===== config.mk =====
export PLATFORM = sky130hd
export DESIGN_NAME = pcs_switchover_flat
export DESIGN_NICKNAME = d
export VERILOG_FILES = /design/src/hdl/pcs_pkg.sv /design/src/hdl/pcs_if.sv /design/src/hdl/pcs_sense.sv /design/src/hdl/pcs_switchover.sv /design/src/flat_wrapper.sv
export VERILOG_INCLUDE_DIRS = /design/src /design/src/hdl
export SDC_FILE = /design/constraint.sdc
export NUM_CORES = 1
export LEC_CHECK = 0
export ABC_CLOCK_PERIOD_IN_PS = 5150
export BUFFER_PORTS_ARGS = -buffer_cell sky130_fd_sc_hd__buf_2
export CAP_MARGIN = 10
export CORE_MARGIN = 2
export CORE_UTILIZATION = 65
export DETAILED_ROUTE_END_ITERATION = 8
export PLACE_DENSITY = 0.95
export SETUP_SLACK_MARGIN = 0.5
export SYNTH_ARGS = -nofsm -noshare
export SYNTH_HDL_FRONTEND = slang
export SYNTH_SLANG_ARGS = --single-unit

===== constraint.sdc =====
create_clock -name pclk -period 5.15 [get_ports pclk]
set_input_delay 0.515 -clock pclk [delete_from_list [all_inputs] [get_ports pclk]]
set_output_delay 0.515 -clock pclk [all_outputs]
set_load 0.01 [all_outputs]

===== src/hdl/pcs_cfg.svh =====
// Constants shared by both ends of the reference switchover link.
// Assumes pclk at 25 MHz; CYC counts are in pclk cycles, lock and hold counts in reference falls.
`ifndef PCS_CFG_SVH
`define PCS_CFG_SVH

// Mode codes carried on the mode lines
`define PCS_MODE_MANUAL 2'h0
`define PCS_MODE_AUTO   2'h1
`define PCS_MODE_OVR    2'h2

// Bandwidth codes and the lock edge count that each implies
`define PCS_BW_LOW      2'h0
`define PCS_BW_MED      2'h1
`define PCS_BW_HIGH     2'h2
`define PCS_LOCK_LOW    5'h10
`define PCS_LOCK_MED    5'h08
`define PCS_LOCK_HIGH   5'h04

// Request must be seen high on this many reference falling edges
`define PCS_SW_HOLD     2'h3
// Width of the per-reference edge interval counters
`define PCS_CNT_W       10

// Reset pulse after a switchover
`define PCS_CLK_NS      40
`define PCS_RST_MIN_NS  10
`define PCS_RST_CYC     ((`PCS_RST_MIN_NS + `PCS_CLK_NS - 1) / `PCS_CLK_NS)

// Core end timing: request high and low minimum, lock stable time
`define PCS_HOLD_CYC    8'h40
`define PCS_LOW_CYC     8'h40
`define PCS_STABLE_CYC  8'h20

// Register offsets and control field positions
`define PCS_OFS_CTRL    12'h000
`define PCS_OFS_STATUS  12'h004
`define PCS_C_REQ       0
`define PCS_C_MODE      1
`define PCS_C_BW        3
`define PCS_C_APFD      5
`define PCS_C_OEN       6
`define PCS_C_RST       7
`define PCS_CTRL_RST    7'h68

`endif


===== src/hdl/pcs_pkg.sv =====
// Types for the reference switchover ends.
// Assumes pcs_cfg.svh holds every number.
package pcs_pkg;

    // Switchover sequence
    typedef enum logic [1:0] {
        pcs_st_run,
        pcs_st_gate,
        pcs_st_new
    } pcs_state_t;

endpackage : pcs_pkg


===== src/hdl/pcs_if.sv =====
// Link between the switchover device and the core logic that steers it.
// Assumes both ends run on the same pclk.
`timescale 1ns/1ps

interface pcs_if;
    logic       switch_req;
    logic       pll_reset;
    logic       pfd_enable;
    logic [1:0] mode;
    logic [1:0] bw_sel;
    logic       active_ref;
    logic [1:0] lost_ref;
    logic       locked;

    // Device end
    modport dev (
        input  switch_req,
        input  pll_reset,
        input  pfd_enable,
        input  mode,
        input  bw_sel,
        output active_ref,
        output lost_ref,
        output locked
    );

    // Core logic end
    modport core (
        output switch_req,
        output pll_reset,
        output pfd_enable,
        output mode,
        output bw_sel,
        input  active_ref,
        input  lost_ref,
        input  locked
    );
endinterface : pcs_if


===== src/hdl/pcs_sense.sv =====
// Clock sense: edge events and stopped-clock flags for two references.
// Assumes references are sampled synchronously and run well below pclk/2.
`timescale 1ns/1ps
`include "pcs_cfg.svh"

module pcs_sense (
    input  wire logic       pclk,
    input  wire logic       presetn,
    input  wire logic [1:0] ref_in,
    output logic [1:0]      fall,
    output logic [1:0]      lost
);
    localparam int W = `PCS_CNT_W;

    genvar i;
    generate
        for (i = 0; i < 2; i++) begin : g_ch
            logic         prev_reg;
            logic [W-1:0] idle_reg;
            logic [W-1:0] half_reg;
            logic         lost_reg;

            // One-cycle pulse in the cycle the reference is seen low
            assign fall[i] = prev_reg & ~ref_in[i];
            assign lost[i] = lost_reg;

            // Half period is the gap between any two edges
            always_ff @(posedge pclk or negedge presetn) begin
                if (!presetn) begin
                    prev_reg <= 1'b0;
                    idle_reg <= '0;
                    half_reg <= '0;
                end else begin
                    prev_reg <= ref_in[i];
                    if (prev_reg != ref_in[i]) begin
                        idle_reg <= '0;
                        half_reg <= idle_reg;
                    end else if (idle_reg != {W{1'b1}}) begin
                        idle_reg <= idle_reg + 1'b1;
                    end
                end
            end

            // Static for four half periods, two cycles, is a loss
            // Clears on the next edge; no measurement, no flag
            always_ff @(posedge pclk or negedge presetn) begin
                if (!presetn) begin
                    lost_reg <= 1'b0;
                end else if (prev_reg != ref_in[i]) begin
                    lost_reg <= 1'b0;
                end else begin
                    lost_reg <= (half_reg != '0) &&
                        ({2'b00, idle_reg} >= {half_reg, 2'b00});
                end
            end
        end
    endgenerate

endmodule : pcs_sense


===== src/hdl/pcs_switchover.sv =====
// Switchover device: picks one of two reference clocks for the PLL.
// Assumes pclk oversamples both references by at least 4x and that the
// core end drives the control side of pcs_if from the same pclk.
//
// Contract
// Switch lands on falling edge of available clock
// Override mode: request forces switch; >2x needs it
// Gate output at next falling edge of current
// At new clock fall switch mux, flag active
// Request only while both references toggle; the core checks lost flags, raised only in auto and override
// Manual switch: active follows request, no lost flags
// Only request rising edge acts; repeats later
// Wait until target reference is available
// Primary reference selected after reset
// Request held high three reference cycles
// Request returns low before next switch
// High time counts slower reference cycles
// Loss flags valid only within 2x frequency
// Pulse PLL reset after each switchover
// Output clocks off until lock is stable
// Lost flags may drop phase detector enable
// Output enables suppress clocks during switchover
// Three bandwidths, medium after reset
// Static for two cycles raises lost flag
// PLL reset clears counters, output, lock
// Request sampled on selected reference edges
`timescale 1ns/1ps
`include "pcs_cfg.svh"

module pcs_switchover (
    input  wire logic pclk,
    input  wire logic presetn,
    input  wire logic ref_clock_primary,
    input  wire logic ref_clock_backup,
    pcs_if.dev        link,
    output logic      gated_ref,
    output logic [1:0] bw_active
);
    logic [1:0]          ref_now;
    logic [1:0]          fall;
    logic [1:0]          lost_raw;
    logic                sel_reg;
    logic                gate_off_reg;
    logic                armed_reg;
    logic [1:0]          hold_reg;
    logic [1:0]          lost_reg;
    logic [1:0]          bw_reg;
    logic [4:0]          lock_cnt_reg;
    logic [4:0]          lock_target;
    logic                locked_reg;
    logic                gated_ref_reg;
    logic                man_en;
    logic                auto_en;
    logic                cur_fall;
    logic                new_fall;
    logic                cur_lost;
    logic                man_trig;
    logic                auto_trig;
    logic                go_new;
    logic                done;
    pcs_pkg::pcs_state_t state_reg;

    assign ref_now = {ref_clock_backup, ref_clock_primary};

    // Edge events and loss flags for both references
    pcs_sense u_sense (
        .pclk    (pclk),
        .presetn (presetn),
        .ref_in  (ref_now),
        .fall    (fall),
        .lost    (lost_raw)
    );

    // Mode decode; an unknown code falls back to manual only
    assign man_en  = (link.mode != `PCS_MODE_AUTO);
    assign auto_en = (link.mode == `PCS_MODE_AUTO) ||
                     (link.mode == `PCS_MODE_OVR);

    // Events on the reference in use and on the one to switch to
    assign cur_fall = fall[sel_reg];
    assign new_fall = fall[!sel_reg];
    assign cur_lost = lost_raw[sel_reg];

    // Third high sample after a low one starts a manual switch
    assign man_trig = man_en && (state_reg == pcs_pkg::pcs_st_run) &&
                      armed_reg && cur_fall && link.switch_req &&
                      (hold_reg == `PCS_SW_HOLD - 2'h1);

    // Loss of the current clock; manual wins in override
    assign auto_trig = auto_en && cur_lost && !man_trig &&
                       (state_reg == pcs_pkg::pcs_st_run);

    // Gate closes at current fall, or at once if current is dead in a sensing mode
    assign go_new = auto_trig ||
                    ((state_reg == pcs_pkg::pcs_st_gate) &&
                     (cur_fall || (auto_en && cur_lost)));

    // Mux moves only on a fall of the target clock
    assign done = (state_reg == pcs_pkg::pcs_st_new) && new_fall;

    // Request is sampled only on falls of the selected reference;
    // a request that never drops low is never re-armed
    always_ff @(posedge pclk or negedge presetn) begin
        if (!presetn) begin
            armed_reg <= 1'b0;
            hold_reg  <= 2'h0;
        end else if (man_trig) begin
            armed_reg <= 1'b0;
            hold_reg  <= 2'h0;
        end else if (state_reg != pcs_pkg::pcs_st_run) begin
            hold_reg  <= 2'h0;
        end else if (cur_fall) begin
            if (!link.switch_req) begin
                armed_reg <= 1'b1;
                hold_reg  <= 2'h0;
            end else if (armed_reg) begin
                hold_reg  <= hold_reg + 2'h1;
            end
        end
    end

    // Switchover sequence
    always_ff @(posedge pclk or negedge presetn) begin
        if (!presetn) begin
            state_reg <= pcs_pkg::pcs_st_run;
        end else begin
            case (state_reg)
                pcs_pkg::pcs_st_run: begin
                    if (man_trig) begin
                        state_reg <= pcs_pkg::pcs_st_gate;
                    end else if (auto_trig) begin
                        state_reg <= pcs_pkg::pcs_st_new;
                    end
                end
                pcs_pkg::pcs_st_gate: begin
                    if (go_new) begin
                        state_reg <= pcs_pkg::pcs_st_new;
                    end
                end
                pcs_pkg::pcs_st_new: begin
                    // Stays here while the target is stopped
                    if (done) begin
                        state_reg <= pcs_pkg::pcs_st_run;
                    end
                end
                default: begin
                    state_reg <= pcs_pkg::pcs_st_run;
                end
            endcase
        end
    end

    // Gate is shut from the current fall, or a sensed loss, to the target fall
    always_ff @(posedge pclk or negedge presetn) begin
        if (!presetn) begin
            gate_off_reg <= 1'b0;
        end else if (done) begin
            gate_off_reg <= 1'b0;
        end else if (go_new) begin
            gate_off_reg <= 1'b1;
        end
    end

    // Selection; primary after reset
    always_ff @(posedge pclk or negedge presetn) begin
        if (!presetn) begin
            sel_reg <= 1'b0;
        end else if (done) begin
            sel_reg <= !sel_reg;
        end
    end

    // Loss flags only in the sensing modes; outside 2x they are
    // unreliable and are reported as sensed, not corrected
    always_ff @(posedge pclk or negedge presetn) begin
        if (!presetn) begin
            lost_reg <= 2'h0;
        end else begin
            lost_reg <= auto_en ? lost_raw : 2'h0;
        end
    end

    // Gated reference; low while gated or held in reset.
    // Registered, so it lags the selected input by one pclk.
    always_ff @(posedge pclk or negedge presetn) begin
        if (!presetn) begin
            gated_ref_reg <= 1'b0;
        end else begin
            gated_ref_reg <= ref_now[sel_reg] && !gate_off_reg &&
                             !go_new && !link.pll_reset;
        end
    end

    // Bandwidth is taken only while the PLL is held in reset, so a
    // running loop never changes character; bad codes mean medium
    always_ff @(posedge pclk or negedge presetn) begin
        if (!presetn) begin
            bw_reg <= `PCS_BW_MED;
        end else if (link.pll_reset) begin
            if (link.bw_sel == `PCS_BW_LOW ||
                link.bw_sel == `PCS_BW_HIGH) begin
                bw_reg <= link.bw_sel;
            end else begin
                bw_reg <= `PCS_BW_MED;
            end
        end
    end

    // Narrow loops take longer to lock
    always_comb begin
        case (bw_reg)
            `PCS_BW_LOW:  lock_target = `PCS_LOCK_LOW;
            `PCS_BW_HIGH: lock_target = `PCS_LOCK_HIGH;
            default:      lock_target = `PCS_LOCK_MED;
        endcase
    end

    // Lock model: counts reference falls that pass the gate.
    // Frozen while the phase detector is off, since lock means
    // nothing without it; any gating or reset drops it
    always_ff @(posedge pclk or negedge presetn) begin
        if (!presetn) begin
            lock_cnt_reg <= 5'h00;
        end else if (link.pll_reset || gate_off_reg || go_new) begin
            lock_cnt_reg <= 5'h00;
        end else if (link.pfd_enable && cur_fall &&
                     lock_cnt_reg < lock_target) begin
            lock_cnt_reg <= lock_cnt_reg + 5'h01;
        end
    end

    // Lock indication, deasserted one pclk after PLL reset rises
    always_ff @(posedge pclk or negedge presetn) begin
        if (!presetn) begin
            locked_reg <= 1'b0;
        end else begin
            locked_reg <= !link.pll_reset && !gate_off_reg && !go_new &&
                          (lock_cnt_reg >= lock_target);
        end
    end

    // Status toward the core end
    assign link.active_ref = sel_reg;
    assign link.lost_ref   = lost_reg;
    assign link.locked     = locked_reg;
    assign gated_ref       = gated_ref_reg;
    assign bw_active       = bw_reg;

endmodule : pcs_switchover


===== src/flat_wrapper.sv =====
// flat-port wrapper written by rule: the top's interface ports become plain ports
module pcs_switchover_flat 
  (pclk, presetn, ref_clock_primary, ref_clock_backup, gated_ref, bw_active, link_switch_req, link_pll_reset, link_pfd_enable, link_mode, link_bw_sel, link_active_ref, link_lost_ref, link_locked);
  pcs_if link_i ();
  input  wire logic pclk;
  input  wire logic presetn;
  input  wire logic ref_clock_primary;
  input  wire logic ref_clock_backup;
  output logic gated_ref;
  output logic [1:0] bw_active;
  input wire logic [$bits(link_i.switch_req)-1:0] link_switch_req;
  input wire logic [$bits(link_i.pll_reset)-1:0] link_pll_reset;
  input wire logic [$bits(link_i.pfd_enable)-1:0] link_pfd_enable;
  input wire logic [$bits(link_i.mode)-1:0] link_mode;
  input wire logic [$bits(link_i.bw_sel)-1:0] link_bw_sel;
  output wire logic [$bits(link_i.active_ref)-1:0] link_active_ref;
  output wire logic [$bits(link_i.lost_ref)-1:0] link_lost_ref;
  output wire logic [$bits(link_i.locked)-1:0] link_locked;
  assign link_i.switch_req = link_switch_req;
  assign link_i.pll_reset = link_pll_reset;
  assign link_i.pfd_enable = link_pfd_enable;
  assign link_i.mode = link_mode;
  assign link_i.bw_sel = link_bw_sel;
  assign link_active_ref = link_i.active_ref;
  assign link_lost_ref = link_i.lost_ref;
  assign link_locked = link_i.locked;
  pcs_switchover u_core (.pclk(pclk), .presetn(presetn), .ref_clock_primary(ref_clock_primary), .ref_clock_backup(ref_clock_backup), .link(link_i), .gated_ref(gated_ref), .bw_active(bw_active));
endmodule

==> out/metrics.cfg, run 1 <==
[logic_synthesis]
yosysMostFrequentCell = dfrtp_1
yosysWarnings = 0
synth_top_area_share_pct = 45.2
synth.distinct_cells = 53
yosysTopAreaCell = dfrtp_1
ys_seq_elements = 62
syn_nets = 377
synth_area_leaders = dfrtp_1 (45%), ha_1 (11%), inv_1 (4.3%), mux2_2 (3.7%), o21ai_0 (3.4%)
seq_area_frac_synth_pct = 45.9
synth_area_um2 = 3380
syn_inst = 337
ys.flop_type = dfrtp_1
synth-edff-count = 0
synth_area_per_cell_um2 = 10.0
synth_common_cells = dfrtp_1 (61), inv_1 (39), ha_1 (29)
ys_async_sr_fraction_pct = 100

[clocking]
holdBufCountCts = 0
cts.sinks = 62
clkTransAtPathRegs_ns = 0.07
root_buffer = clkbuf_8
clk_latency_ns = 0.35
cts_setup_buffers = 0
cts_resized = 0
clockBufferDepth = 2
cts_tree = done
htreeDepth = 3
cts_buffers = 9

[route]
drc = 0
drtPass1Iterations = 5
via_per_inst = 6.23
vias = 2704
drt_iter0_markers = 336
ant_nets = 0
drt-total-wl_um = 7390
wl_per_cell_um = 17.0

[critical_path]
critPathMaxFanout = 25
cp_num_buf_inv = 1
r2r_slack_ns = 2.88
worst-setup-path-type = reg -> reg
slowest_stage = ha_1
crit_path_cell_trace = ha_1 -> inv_1 -> or4_1 -> a21oi_1 -> o31a_1
rr_worst_depth = 5
critPathMaxStageDelay_ns = 0.74
endpoint_kind = flip-flop
critical_path_required_ns = 5.43
worstReg2RegEnd = u_core.u_sense.g_ch[0].lost_reg
worstPathArrival_ns = 2.55
path_delay_family = adder cells
cp-start-kind = flip-flop
r2r-start = u_core.u_sense.g_ch[0].prev_reg

[sta]
worst_slack_ns = 2.88
max_freq_mhz = 441
relSlewSlack_pct = 49.6
period_share_pct = 44.1
setup_viol = 0
worstMarginPinSlew_ns = 0.736
maxSlewViolCount = 0
hold_viol = 0
rsz0062_at_grt = no
fin_worst_skew_ns = 0.00887
tns_ns = 0
fin_crit_ns = 2.27

[die]
pin_count = 18
die_h_um = 76.1
die-area_um2 = 5790
die_x_um = 76.1
floorplan.initialDensity_pct = 66.6
rows = 26
core-area_um2 = 5070

[placed_design]
port_buffers = 17
dp_hpwl_um = 5270
place.gp.congestion = 0.893
place_worst_setup_slack_ns = 2.62
dp_cells = 418

[final_layout]
syn_to_final_growth_pct = 9.36
drive_gt1_share_pct = 13.7
fin_cells = 434
fillCellCount = 321
antenna_cells = 0
nets = 399

[global_route]
antenna_found_initial = 0
grt_usage_pct = 28.5
overflow = 0
grt_pass1_vias = 2758
grt_max_degree = 63
grt_pass1_wl_um = 12900

[pwr]
leakagePower_nw = 1.71
power_density_nw_per_um2 = 334
irDropWorstVdd_uv = 177
total_power_mw = 1.23

[run]
drv_cap = 0

[outcome]
outcome = finished, final reports clean

[min_path]
min_path_type = in -> async

## cell usage in the layout (no fill, tap or decap), types with 3 or more instances in the layout
| master | n |
|---|---|
| a211oi_1 | 4 |
| nand2b_1 | 4 |
| or4_1 | 5 |
| nor4_1 | 5 |
| clkbuf_1 | 3 |
| nor2_1 | 27 |
| nor2b_1 | 3 |
| nand3_1 | 7 |
| xnor2_1 | 7 |
| ha_1 | 29 |
| nand2_1 | 27 |
| inv_1 | 39 |
| clkbuf_8 | 11 |
| nand4_1 | 7 |
| o21ai_0 | 23 |
| mux2i_1 | 8 |
| a31oi_1 | 5 |
| nand3b_1 | 3 |
| mux2_2 | 11 |
| dfrtp_1 | 61 |
| a21oi_1 | 10 |
| buf_2 | 17 |
## worst register-to-register path, cell delays in order, from the launching register on
cell and delay (ns):
dfrtp_1 0.37, ha_1 0.74, inv_1 0.25, or4_1 0.56, a21oi_1 0.14, o31a_1 0.15
## where the power goes
group / internal, mW / switching, mW / total [mW]
Clock: 0.200 / 0.181 / 0.381
Sequential: 0.539 / 0.0619 / 0.601
Combinational: 0.112 / 0.140 / 0.252
Total: 0.851 / 0.383 / 1.23
## kinds of logic after synthesis
kind of cell    after synthesis  synth area share [%]
fa+ha+maj                    29                  10.7
xor+xnor                      9                  2.33
compound gates               67                  13.4
flops                        62                  45.9
simple gates                104                  15.8
buf+inv                      46                  5.40
mux                          20                  6.48
## through the flow
stage	hold WS [ns]	utilization, %	cell area, um^2
after floorplan	0.219	-	3380
after detailed placement	0.486	69.5	3520
after global placement	0.467	69.5	3520
after global routing	0.306	72.9	3700
final	0.305	72.9	3700
after CTS	0.302	72.9	3700
## final cells by class
| class | instances | area (um^2) | share of cell area [%] |
|---|---|---|---|
| sequential | 62 | 1550 | 42.0 |
| inverter | 39 | 146 | 3.96 |
| tap | 70 | 87.6 | 2.37 |
| clock inverter | 2 | 10.0 | 0.271 |
| multi-input combinational | 229 | 1650 | 44.5 |
| timing repair buffer | 18 | 92.6 | 2.50 |
| clock buffer | 14 | 163 | 4.40 |
## how the worst max path moves through the flow
stage	end	startpoint	depth (start not counted)
after floorplan	u_core.lock_cnt_reg[3]	u_core.bw_active[0]	7
after global placement	u_core.u_sense.g_ch[0].lost_reg	ref_clock_primary	7
after detailed placement	u_core.u_sense.g_ch[1].lost_reg	ref_clock_backup	7
after CTS	u_core.u_sense.g_ch[1].lost_reg	u_core.u_sense.g_ch[1].prev_reg	5
after global routing	u_core.u_sense.g_ch[0].lost_reg	u_core.u_sense.g_ch[0].prev_reg	5
final	u_core.u_sense.g_ch[0].lost_reg	u_core.u_sense.g_ch[0].prev_reg	5
## layer usage
layer	global-route usage, %	routed length (um)
met5	0	0
met1	34.4	3030
met4	13.8	223
met2	46.9	3660
met3	8.77	477
(Power assumes the default switching activity.)
==> run 2: changes to the inputs <==
--- a/config.mk
+++ b/config.mk
@@ -6,13 +6,13 @@
 export SDC_FILE = /design/constraint.sdc
 export NUM_CORES = 1
 export LEC_CHECK = 0
-export ABC_CLOCK_PERIOD_IN_PS = 5150
+export ABC_CLOCK_PERIOD_IN_PS = 2200
 export BUFFER_PORTS_ARGS = -buffer_cell sky130_fd_sc_hd__buf_2
 export CAP_MARGIN = 10
 export CORE_MARGIN = 2
-export CORE_UTILIZATION = 65
+export CORE_UTILIZATION = 61
 export DETAILED_ROUTE_END_ITERATION = 8
-export PLACE_DENSITY = 0.95
+export PLACE_DENSITY = 0.91
 export SETUP_SLACK_MARGIN = 0.5
 export SYNTH_ARGS = -nofsm -noshare
 export SYNTH_HDL_FRONTEND = slang
==> constraint.sdc (replaced) <==
create_clock -name pclk -period 2.2 [get_ports pclk]
set_input_delay 0.22 -clock pclk [delete_from_list [all_inputs] [get_ports pclk]]
set_output_delay 0.22 -clock pclk [all_outputs]
set_load 0.01 [all_outputs]
==> run 2 against run 1 <==
  * Clock-buffer cell count is 1 lower
  * Via count is 15% higher
  * Worst hold slack worse by 0.27 ns
  * Critical endpoint is now u_core.lock_cnt_reg[2]
==> out/metrics.cfg, run 2 (synthesized netlist as in run 1, its figures left out) <==
[final_layout]
antenna_cells = 0  ; unchanged
nets = 425  ; was 399
fin_area_um2 = 4110  ; was 3700 um^2
mostFrequentLayoutCells = dfrtp_1 (58), inv_1 (34), nor2_1 (27)  ; was dfrtp_1 (61), inv_1 (39), ha_1 (29)
drive_gt1_share_pct = 27.9  ; was 13.7%
final_util_pct = 75.5  ; was 72.9%
final_common_cell = dfrtp_1  ; unchanged
syn_to_final_growth_pct = 21.4  ; was 9.36%

[placed_design]
dp_hpwl_um = 4920  ; was 5270 um
place.gp.congestion = 0.898  ; was 0.893
place_worst_setup_slack_ns = 0.382  ; was 2.62 ns
port_buffers = 17  ; unchanged
place_area_um2 = 3580  ; was 3520 um^2

[pwr]
clkPwrFrac_pct = 31.9  ; was 30.9%
leakagePower_nw = 1.83  ; was 1.71 nW
swShare_pct = 33.5  ; was 31.1%
total_power_mw = 3.33  ; was 1.23 mW
comb_power_share_pct = 24.4  ; was 20.4%
internal_power_mw = 2.21  ; was 851 uW
irDropWorstVdd_uv = 455  ; was 177 uV
p_seq_share_pct = 43.7  ; was 48.7%
power_density_nw_per_um2 = 811  ; was 334 nW/um^2
p_sw_mw = 1.11  ; was 383 uW

[clocking]
htreeDepth = 3  ; unchanged
cts.sinks = 62  ; unchanged
clk_latency_ns = 0.35  ; about the same
root_buffer = clkbuf_8  ; unchanged
clockBufferDepth = 2  ; unchanged
cts_buffers = 9  ; unchanged
cts_tree = done  ; unchanged
clkTransAtPathRegs_ns = 0.08  ; was 0.07 ns

[route]
vias = 3104  ; was 2,704
drc = 0  ; unchanged
drt-total-wl_um = 10200  ; was 7390 um
drtPass1Iterations = 5  ; unchanged
ant_nets = 0  ; unchanged
via_per_inst = 6.72  ; was 6.23
wl_per_cell_um = 22.0  ; was 17.0 um
drt_iter0_markers = 383  ; was 336

[die]
core-area_um2 = 5440  ; was 5070 um^2
rows = 27  ; was 26
die_h_um = 78.4  ; was 76.1 um
pin_count = 18  ; unchanged
die_x_um = 78.4  ; was 76.1 um
die-area_um2 = 6150  ; was 5790 um^2
floorplan.initialDensity_pct = 62.2  ; was 66.6%

[sta]
setup_viol = 0  ; unchanged
hold_viol = 0  ; unchanged
tns_ns = 0  ; unchanged
fin_worst_skew_ns = 0.0149  ; was 0.00887 ns
maxSlewViolCount = 0  ; unchanged
max_freq_mhz = 530  ; was 441 MHz
worstMarginPinSlew_ns = 0.565  ; was 0.736 ns
rsz0062_at_grt = yes  ; was no
worst_slack_ns = 0.314  ; was 2.88 ns
fin_crit_ns = 1.89  ; was 2.27 ns
relSlewSlack_pct = 61.9  ; was 49.6%
period_share_pct = 85.7  ; was 44.1%

[global_route]
grt_pass1_wl_um = 13400  ; was 12,900 um
antenna_found_initial = 0  ; unchanged
grt_usage_pct = 28.3  ; was 28.5%
grt_pass1_vias = 2809  ; was 2,758
overflow = 0  ; unchanged
grt_max_degree = 30  ; was 63

[critical_path]
critPathLaunch = u_core.bw_active[0]  ; was u_core.u_sense.g_ch[0].prev_reg
endpoint_kind = flip-flop  ; unchanged
critical_path_required_ns = 2.45  ; was 5.43 ns
worst-setup-path-type = reg -> reg  ; unchanged
cp-start-kind = flip-flop  ; unchanged
worstPathArrival_ns = 2.13  ; was 2.55 ns
rr_worst_depth = 8  ; was 5
r2r-start = u_core.bw_active[0]  ; was u_core.u_sense.g_ch[0].prev_reg
critPathMaxFanout = 3  ; was 25

[min_path]
min_from = ref_clock_backup
holdPathStages = 1
min_path_type = in -> reg  ; was in -> async

[run]
drv_cap = 0  ; unchanged

[outcome]
outcome = finished, final reports clean  ; unchanged

run 2: final timing paths:
kind	endpoint	slack [ns]
max	u_core.lock_cnt_reg[2]	0.31
min	u_core.u_sense.g_ch[1].prev_reg	0.03
max reg2reg	u_core.lock_cnt_reg[2]	0.31
min reg2reg	u_core.u_sense.g_ch[0].half_reg[9]	0.51
max in group asynchronous	u_core.u_sense.g_ch[1].idle_reg[6]	1.00
min in group asynchronous	u_core.u_sense.g_ch[0].half_reg[5]	0.38
run 2: through the flow:
step	std cells	hold slack [ns]
2_1_floorplan	337	-0.0756
3_3_place_gp	423	0.206
3_5_place_dp	423	0.217
4_1_cts	448	0.0201
5_1_grt	462	0.0197
6_report	462	0.0343
run 2: area by class of cell:
type | count | area (um^2)
Fill cell | 279 | 1330
Timing Repair Buffer | 44 | 290
Inverter | 39 | 156
Sequential cell | 62 | 1560
Tap cell | 72 | 90.1
Clock buffer | 13 | 159
Multi-Input combinational cell | 229 | 1810
Clock inverter | 3 | 42.5
run 2: timing repair:
item | in CTS | in global routing
endpoints found under the setup margin | 18 | 18
resized for setup | 14 | 20
buffers inserted | 8 | 14
pin swaps | 5 | 18
hold buffers | 1 | 0
hold endpoints to repair | 21 | 0
run 2: power groups by stage:
stage | combinational [mW] | sequential, mW | clock, mW
finish | 0.812 | 1.45 | 1.06
global route | 0.869 | 1.46 | 1.11
CTS | 0.653 | 1.41 | 1.03
detailed placement | 0.582 | 1.42 | 0
global placement | 0.553 | 1.41 | 0
floorplan | 0.442 | 1.38 | 0
run 2: layer usage:
layer / vias up / track usage [%] / routed length (um)
met5: - / 0 / 0
met4: 0 / 14.6 / 700
met3: 88 / 6.55 / 787
met2: 241 / 46.6 / 4920
met1: 1477 / 34.9 / 3770
li1: 1298 / - / -
run 2: worst max-delay path: stages, from the launching register on:
cell and delay (ns):
dfstp_2 0.58, inv_4 0.06, nand2_4 0.06, ha_4 0.21
nand3b_1 0.14, buf_4 0.14, nand4b_1 0.25, xnor2_1 0.27
nor2_1 0.06
==> run 3: changes to the inputs <==
--- a/config.mk
+++ b/config.mk
@@ -6,13 +6,13 @@
 export SDC_FILE = /design/constraint.sdc
 export NUM_CORES = 1
 export LEC_CHECK = 0
-export ABC_CLOCK_PERIOD_IN_PS = 2200
+export ABC_CLOCK_PERIOD_IN_PS = 2300
 export BUFFER_PORTS_ARGS = -buffer_cell sky130_fd_sc_hd__buf_2
 export CAP_MARGIN = 10
 export CORE_MARGIN = 2
-export CORE_UTILIZATION = 61
+export CORE_UTILIZATION = 65
 export DETAILED_ROUTE_END_ITERATION = 8
-export PLACE_DENSITY = 0.91
+export PLACE_DENSITY = 0.95
 export SETUP_SLACK_MARGIN = 0.5
 export SYNTH_ARGS = -nofsm -noshare
 export SYNTH_HDL_FRONTEND = slang
==> constraint.sdc (replaced) <==
create_clock -name pclk -period 2.3 [get_ports pclk]
set_input_delay 0.23 -clock pclk [delete_from_list [all_inputs] [get_ports pclk]]
set_output_delay 0.23 -clock pclk [all_outputs]
set_load 0.01 [all_outputs]
==> run 3 against run 2 <==
  * Worst hold slack lost 0.011 ns
  * Sequential cell count is the same
  * Critical endpoint is now u_core.lock_cnt_reg[1]
  * First-iteration DRC count shrank 39%
  * Global-route usage shrank 1.8 points
==> out/metrics.cfg, run 3 (synthesized netlist as in run 1, its figures left out) <==
[outcome]
outcome = finished, final reports clean  ; unchanged

[critical_path]
slowest_stage = dfstp_2  ; unchanged
endpoint_kind = flip-flop  ; unchanged
crit_path_cell_trace = buf_4 -> nor2_1 -> ha_1 -> nand3b_1 -> buf_4 -> nand4_1 -> mux2i_1 -> nor2_1  ; was inv_4 -> nand2_4 -> ha_4 -> nand3b_1 -> buf_4 -> nand4b_1 -> xnor2_1 -> nor2_1
critical_path_required_ns = 2.53  ; was 2.45 ns
rr_worst_depth = 8  ; unchanged
cp_num_buf_inv = 2  ; unchanged
worst-setup-path-type = reg -> reg  ; unchanged
worstPathArrival_ns = 2.06  ; was 2.13 ns
path_delay_family = flip-flops  ; unchanged
critPathMaxFanout = 2  ; was 3
cp-start-kind = flip-flop  ; unchanged
critPathMaxStageDelay_ns = 0.56  ; was 0.58 ns
critical_path_depth = 8  ; unchanged

[sta]
fin_worst_skew_ns = 0.00867  ; was 0.0149 ns
hold_ws_ns = 0.0230  ; was 0.0343 ns
worst_slack_ns = 0.472  ; was 0.314 ns
worstMarginPinSlew_ns = 0.744  ; was 0.565 ns
rsz0062_at_grt = yes  ; unchanged
tns_ns = 0  ; unchanged
setup_viol = 0  ; unchanged
max_freq_mhz = 547  ; was 530 MHz
relSlewSlack_pct = 50.4  ; was 61.9%
maxSlewViolCount = 0  ; unchanged
hold_viol = 0  ; unchanged
period_share_pct = 79.5  ; was 85.7%
fin_crit_ns = 1.83  ; was 1.89 ns

[final_layout]
fillCellCount = 282  ; was 279
drive_gt1_share_pct = 20.6  ; was 27.9%
fin_cells = 444  ; was 462
antenna_cells = 0  ; unchanged
mostFrequentLayoutCells = dfrtp_1 (60), inv_1 (37), nor2_1 (27)  ; was dfrtp_1 (58), inv_1 (34), nor2_1 (27)
syn_to_final_growth_pct = 14.3  ; was 21.4%
nets = 409  ; was 425
fin_area_um2 = 3860  ; was 4110 um^2
final_common_cell = dfrtp_1  ; unchanged

[die]
pin_count = 18  ; unchanged
rows = 26  ; was 27
core-area_um2 = 5070  ; was 5440 um^2
die_x_um = 76.1  ; was 78.4 um
die_h_um = 76.1  ; was 78.4 um
floorplan.initialDensity_pct = 66.6  ; was 62.2%
die-area_um2 = 5790  ; was 6150 um^2

[clocking]
holdBufCountCts = 0  ; was 1
clk_latency_ns = 0.34  ; was 0.35 ns
clockBufferDepth = 2  ; unchanged
cts.sinks = 62  ; unchanged
htreeDepth = 3  ; unchanged
cts_buffers = 9  ; unchanged
cts_tree = done  ; unchanged
clkTransAtPathRegs_ns = 0.07  ; was 0.08 ns
root_buffer = clkbuf_8  ; unchanged

[global_route]
grt_usage_pct = 26.5  ; was 28.3%
grt_max_degree = 63  ; was 30
grt_pass1_wl_um = 12000  ; was 13,400 um
grt_pass1_vias = 2604  ; was 2,809
antenna_found_initial = 0  ; unchanged
overflow = 0  ; unchanged

[pwr]
swShare_pct = 31.3  ; was 33.5%
p_seq_share_pct = 47.1  ; was 43.7%
p_sw_uw = 894  ; was 1.11 mW
clkPwrFrac_pct = 31.5  ; was 31.9%
power_density_nw_per_um2 = 740  ; was 811 nW/um^2
internal_power_mw = 1.97  ; was 2.21 mW
irDropWorstVdd_uv = 482  ; was 455 uV
comb_power_share_pct = 21.4  ; was 24.4%
leakagePower_nw = 1.75  ; was 1.83 nW

[route]
drtPass1Iterations = 4  ; was 5
drt-total-wl_um = 7290  ; was 10,200 um
drc = 0  ; unchanged
drt_iter0_markers = 235  ; was 383
ant_nets = 0  ; unchanged
via_per_inst = 5.97  ; was 6.72
wl_per_cell_um = 16.4  ; was 22.0 um
vias = 2652  ; was 3,104

[placed_design]
dp_hpwl_um = 4710  ; was 4920 um
place.gp.congestion = 0.914  ; was 0.898
place_area_um2 = 3570  ; was 3580 um^2
place_worst_setup_slack_ns = 0.388  ; was 0.382 ns
port_buffers = 17  ; unchanged
dp_cells = 420  ; was 423

[min_path]
min_path_type = in -> reg  ; unchanged
holdPathStages = 1  ; unchanged

[run]
drv_cap = 0  ; unchanged

run 3: worst paths after layout:
check,start,endpoint,slack (ns)
setup / recovery,u_core.bw_active[0],u_core.lock_cnt_reg[1],0.47
hold / removal,ref_clock_primary,u_core.u_sense.g_ch[0].prev_reg,0.02
setup reg to reg,u_core.bw_active[0],u_core.lock_cnt_reg[1],0.47
hold reg to reg,u_core.u_sense.g_ch[0].lost_reg,u_core.link.lost_ref[0],0.50
max in group asynchronous,presetn,u_core.link.active_ref,1.74
min in group asynchronous,presetn,u_core.u_sense.g_ch[0].half_reg[2],0.04
run 3: metal layers:
metal	part of all wire [%]	vias up	GRT usage, %
met5	0	-	0
met4	3.3	0	14.7
met3	4.8	21	4.38
met2	50	89	44.1
met1	42	1281	33.3
li1	-	1261	-
run 3: layout make-up:
class | count | area, um^2 | share of cell area [%]
flip-flops and latches | 62 | 1550 | 40.2
multi-input cells | 229 | 1720 | 44.5
well taps | 70 | 87.6 | 2.27
repair buffers | 28 | 168 | 4.34
clock buffers | 13 | 169 | 4.37
clock inverters | 3 | 17.5 | 0.453
inverters | 39 | 150 | 3.89
run 3: repair_timing:
action / in CTS / in global routing
resized for setup: 4 / 8
pin swaps: 3 / 9
buffers inserted: 4 / 4
endpoints found under the setup margin: 5 / 13
gates cloned: 0 / 0
run 3: per-stage QoR:
step | power, mW | utilization, %
6_report | 2.86 | 76.1
5_1_grt | 3.01 | 76.1
4_1_cts | 2.82 | 74.9
3_5_place_dp | 1.91 | 70.3
3_3_place_gp | 1.87 | 70.3
2_1_floorplan | 1.75 | -
run 3: power groups by stage:
stage / Combinational [mW] / Sequential (mW) / Clock, mW
final: 0.613 / 1.35 / 0.899
after global routing: 0.683 / 1.37 / 0.960
after CTS: 0.580 / 1.34 / 0.905
after detailed placement: 0.552 / 1.35 / 0
after global placement: 0.526 / 1.35 / 0
after floorplan: 0.422 / 1.32 / 0
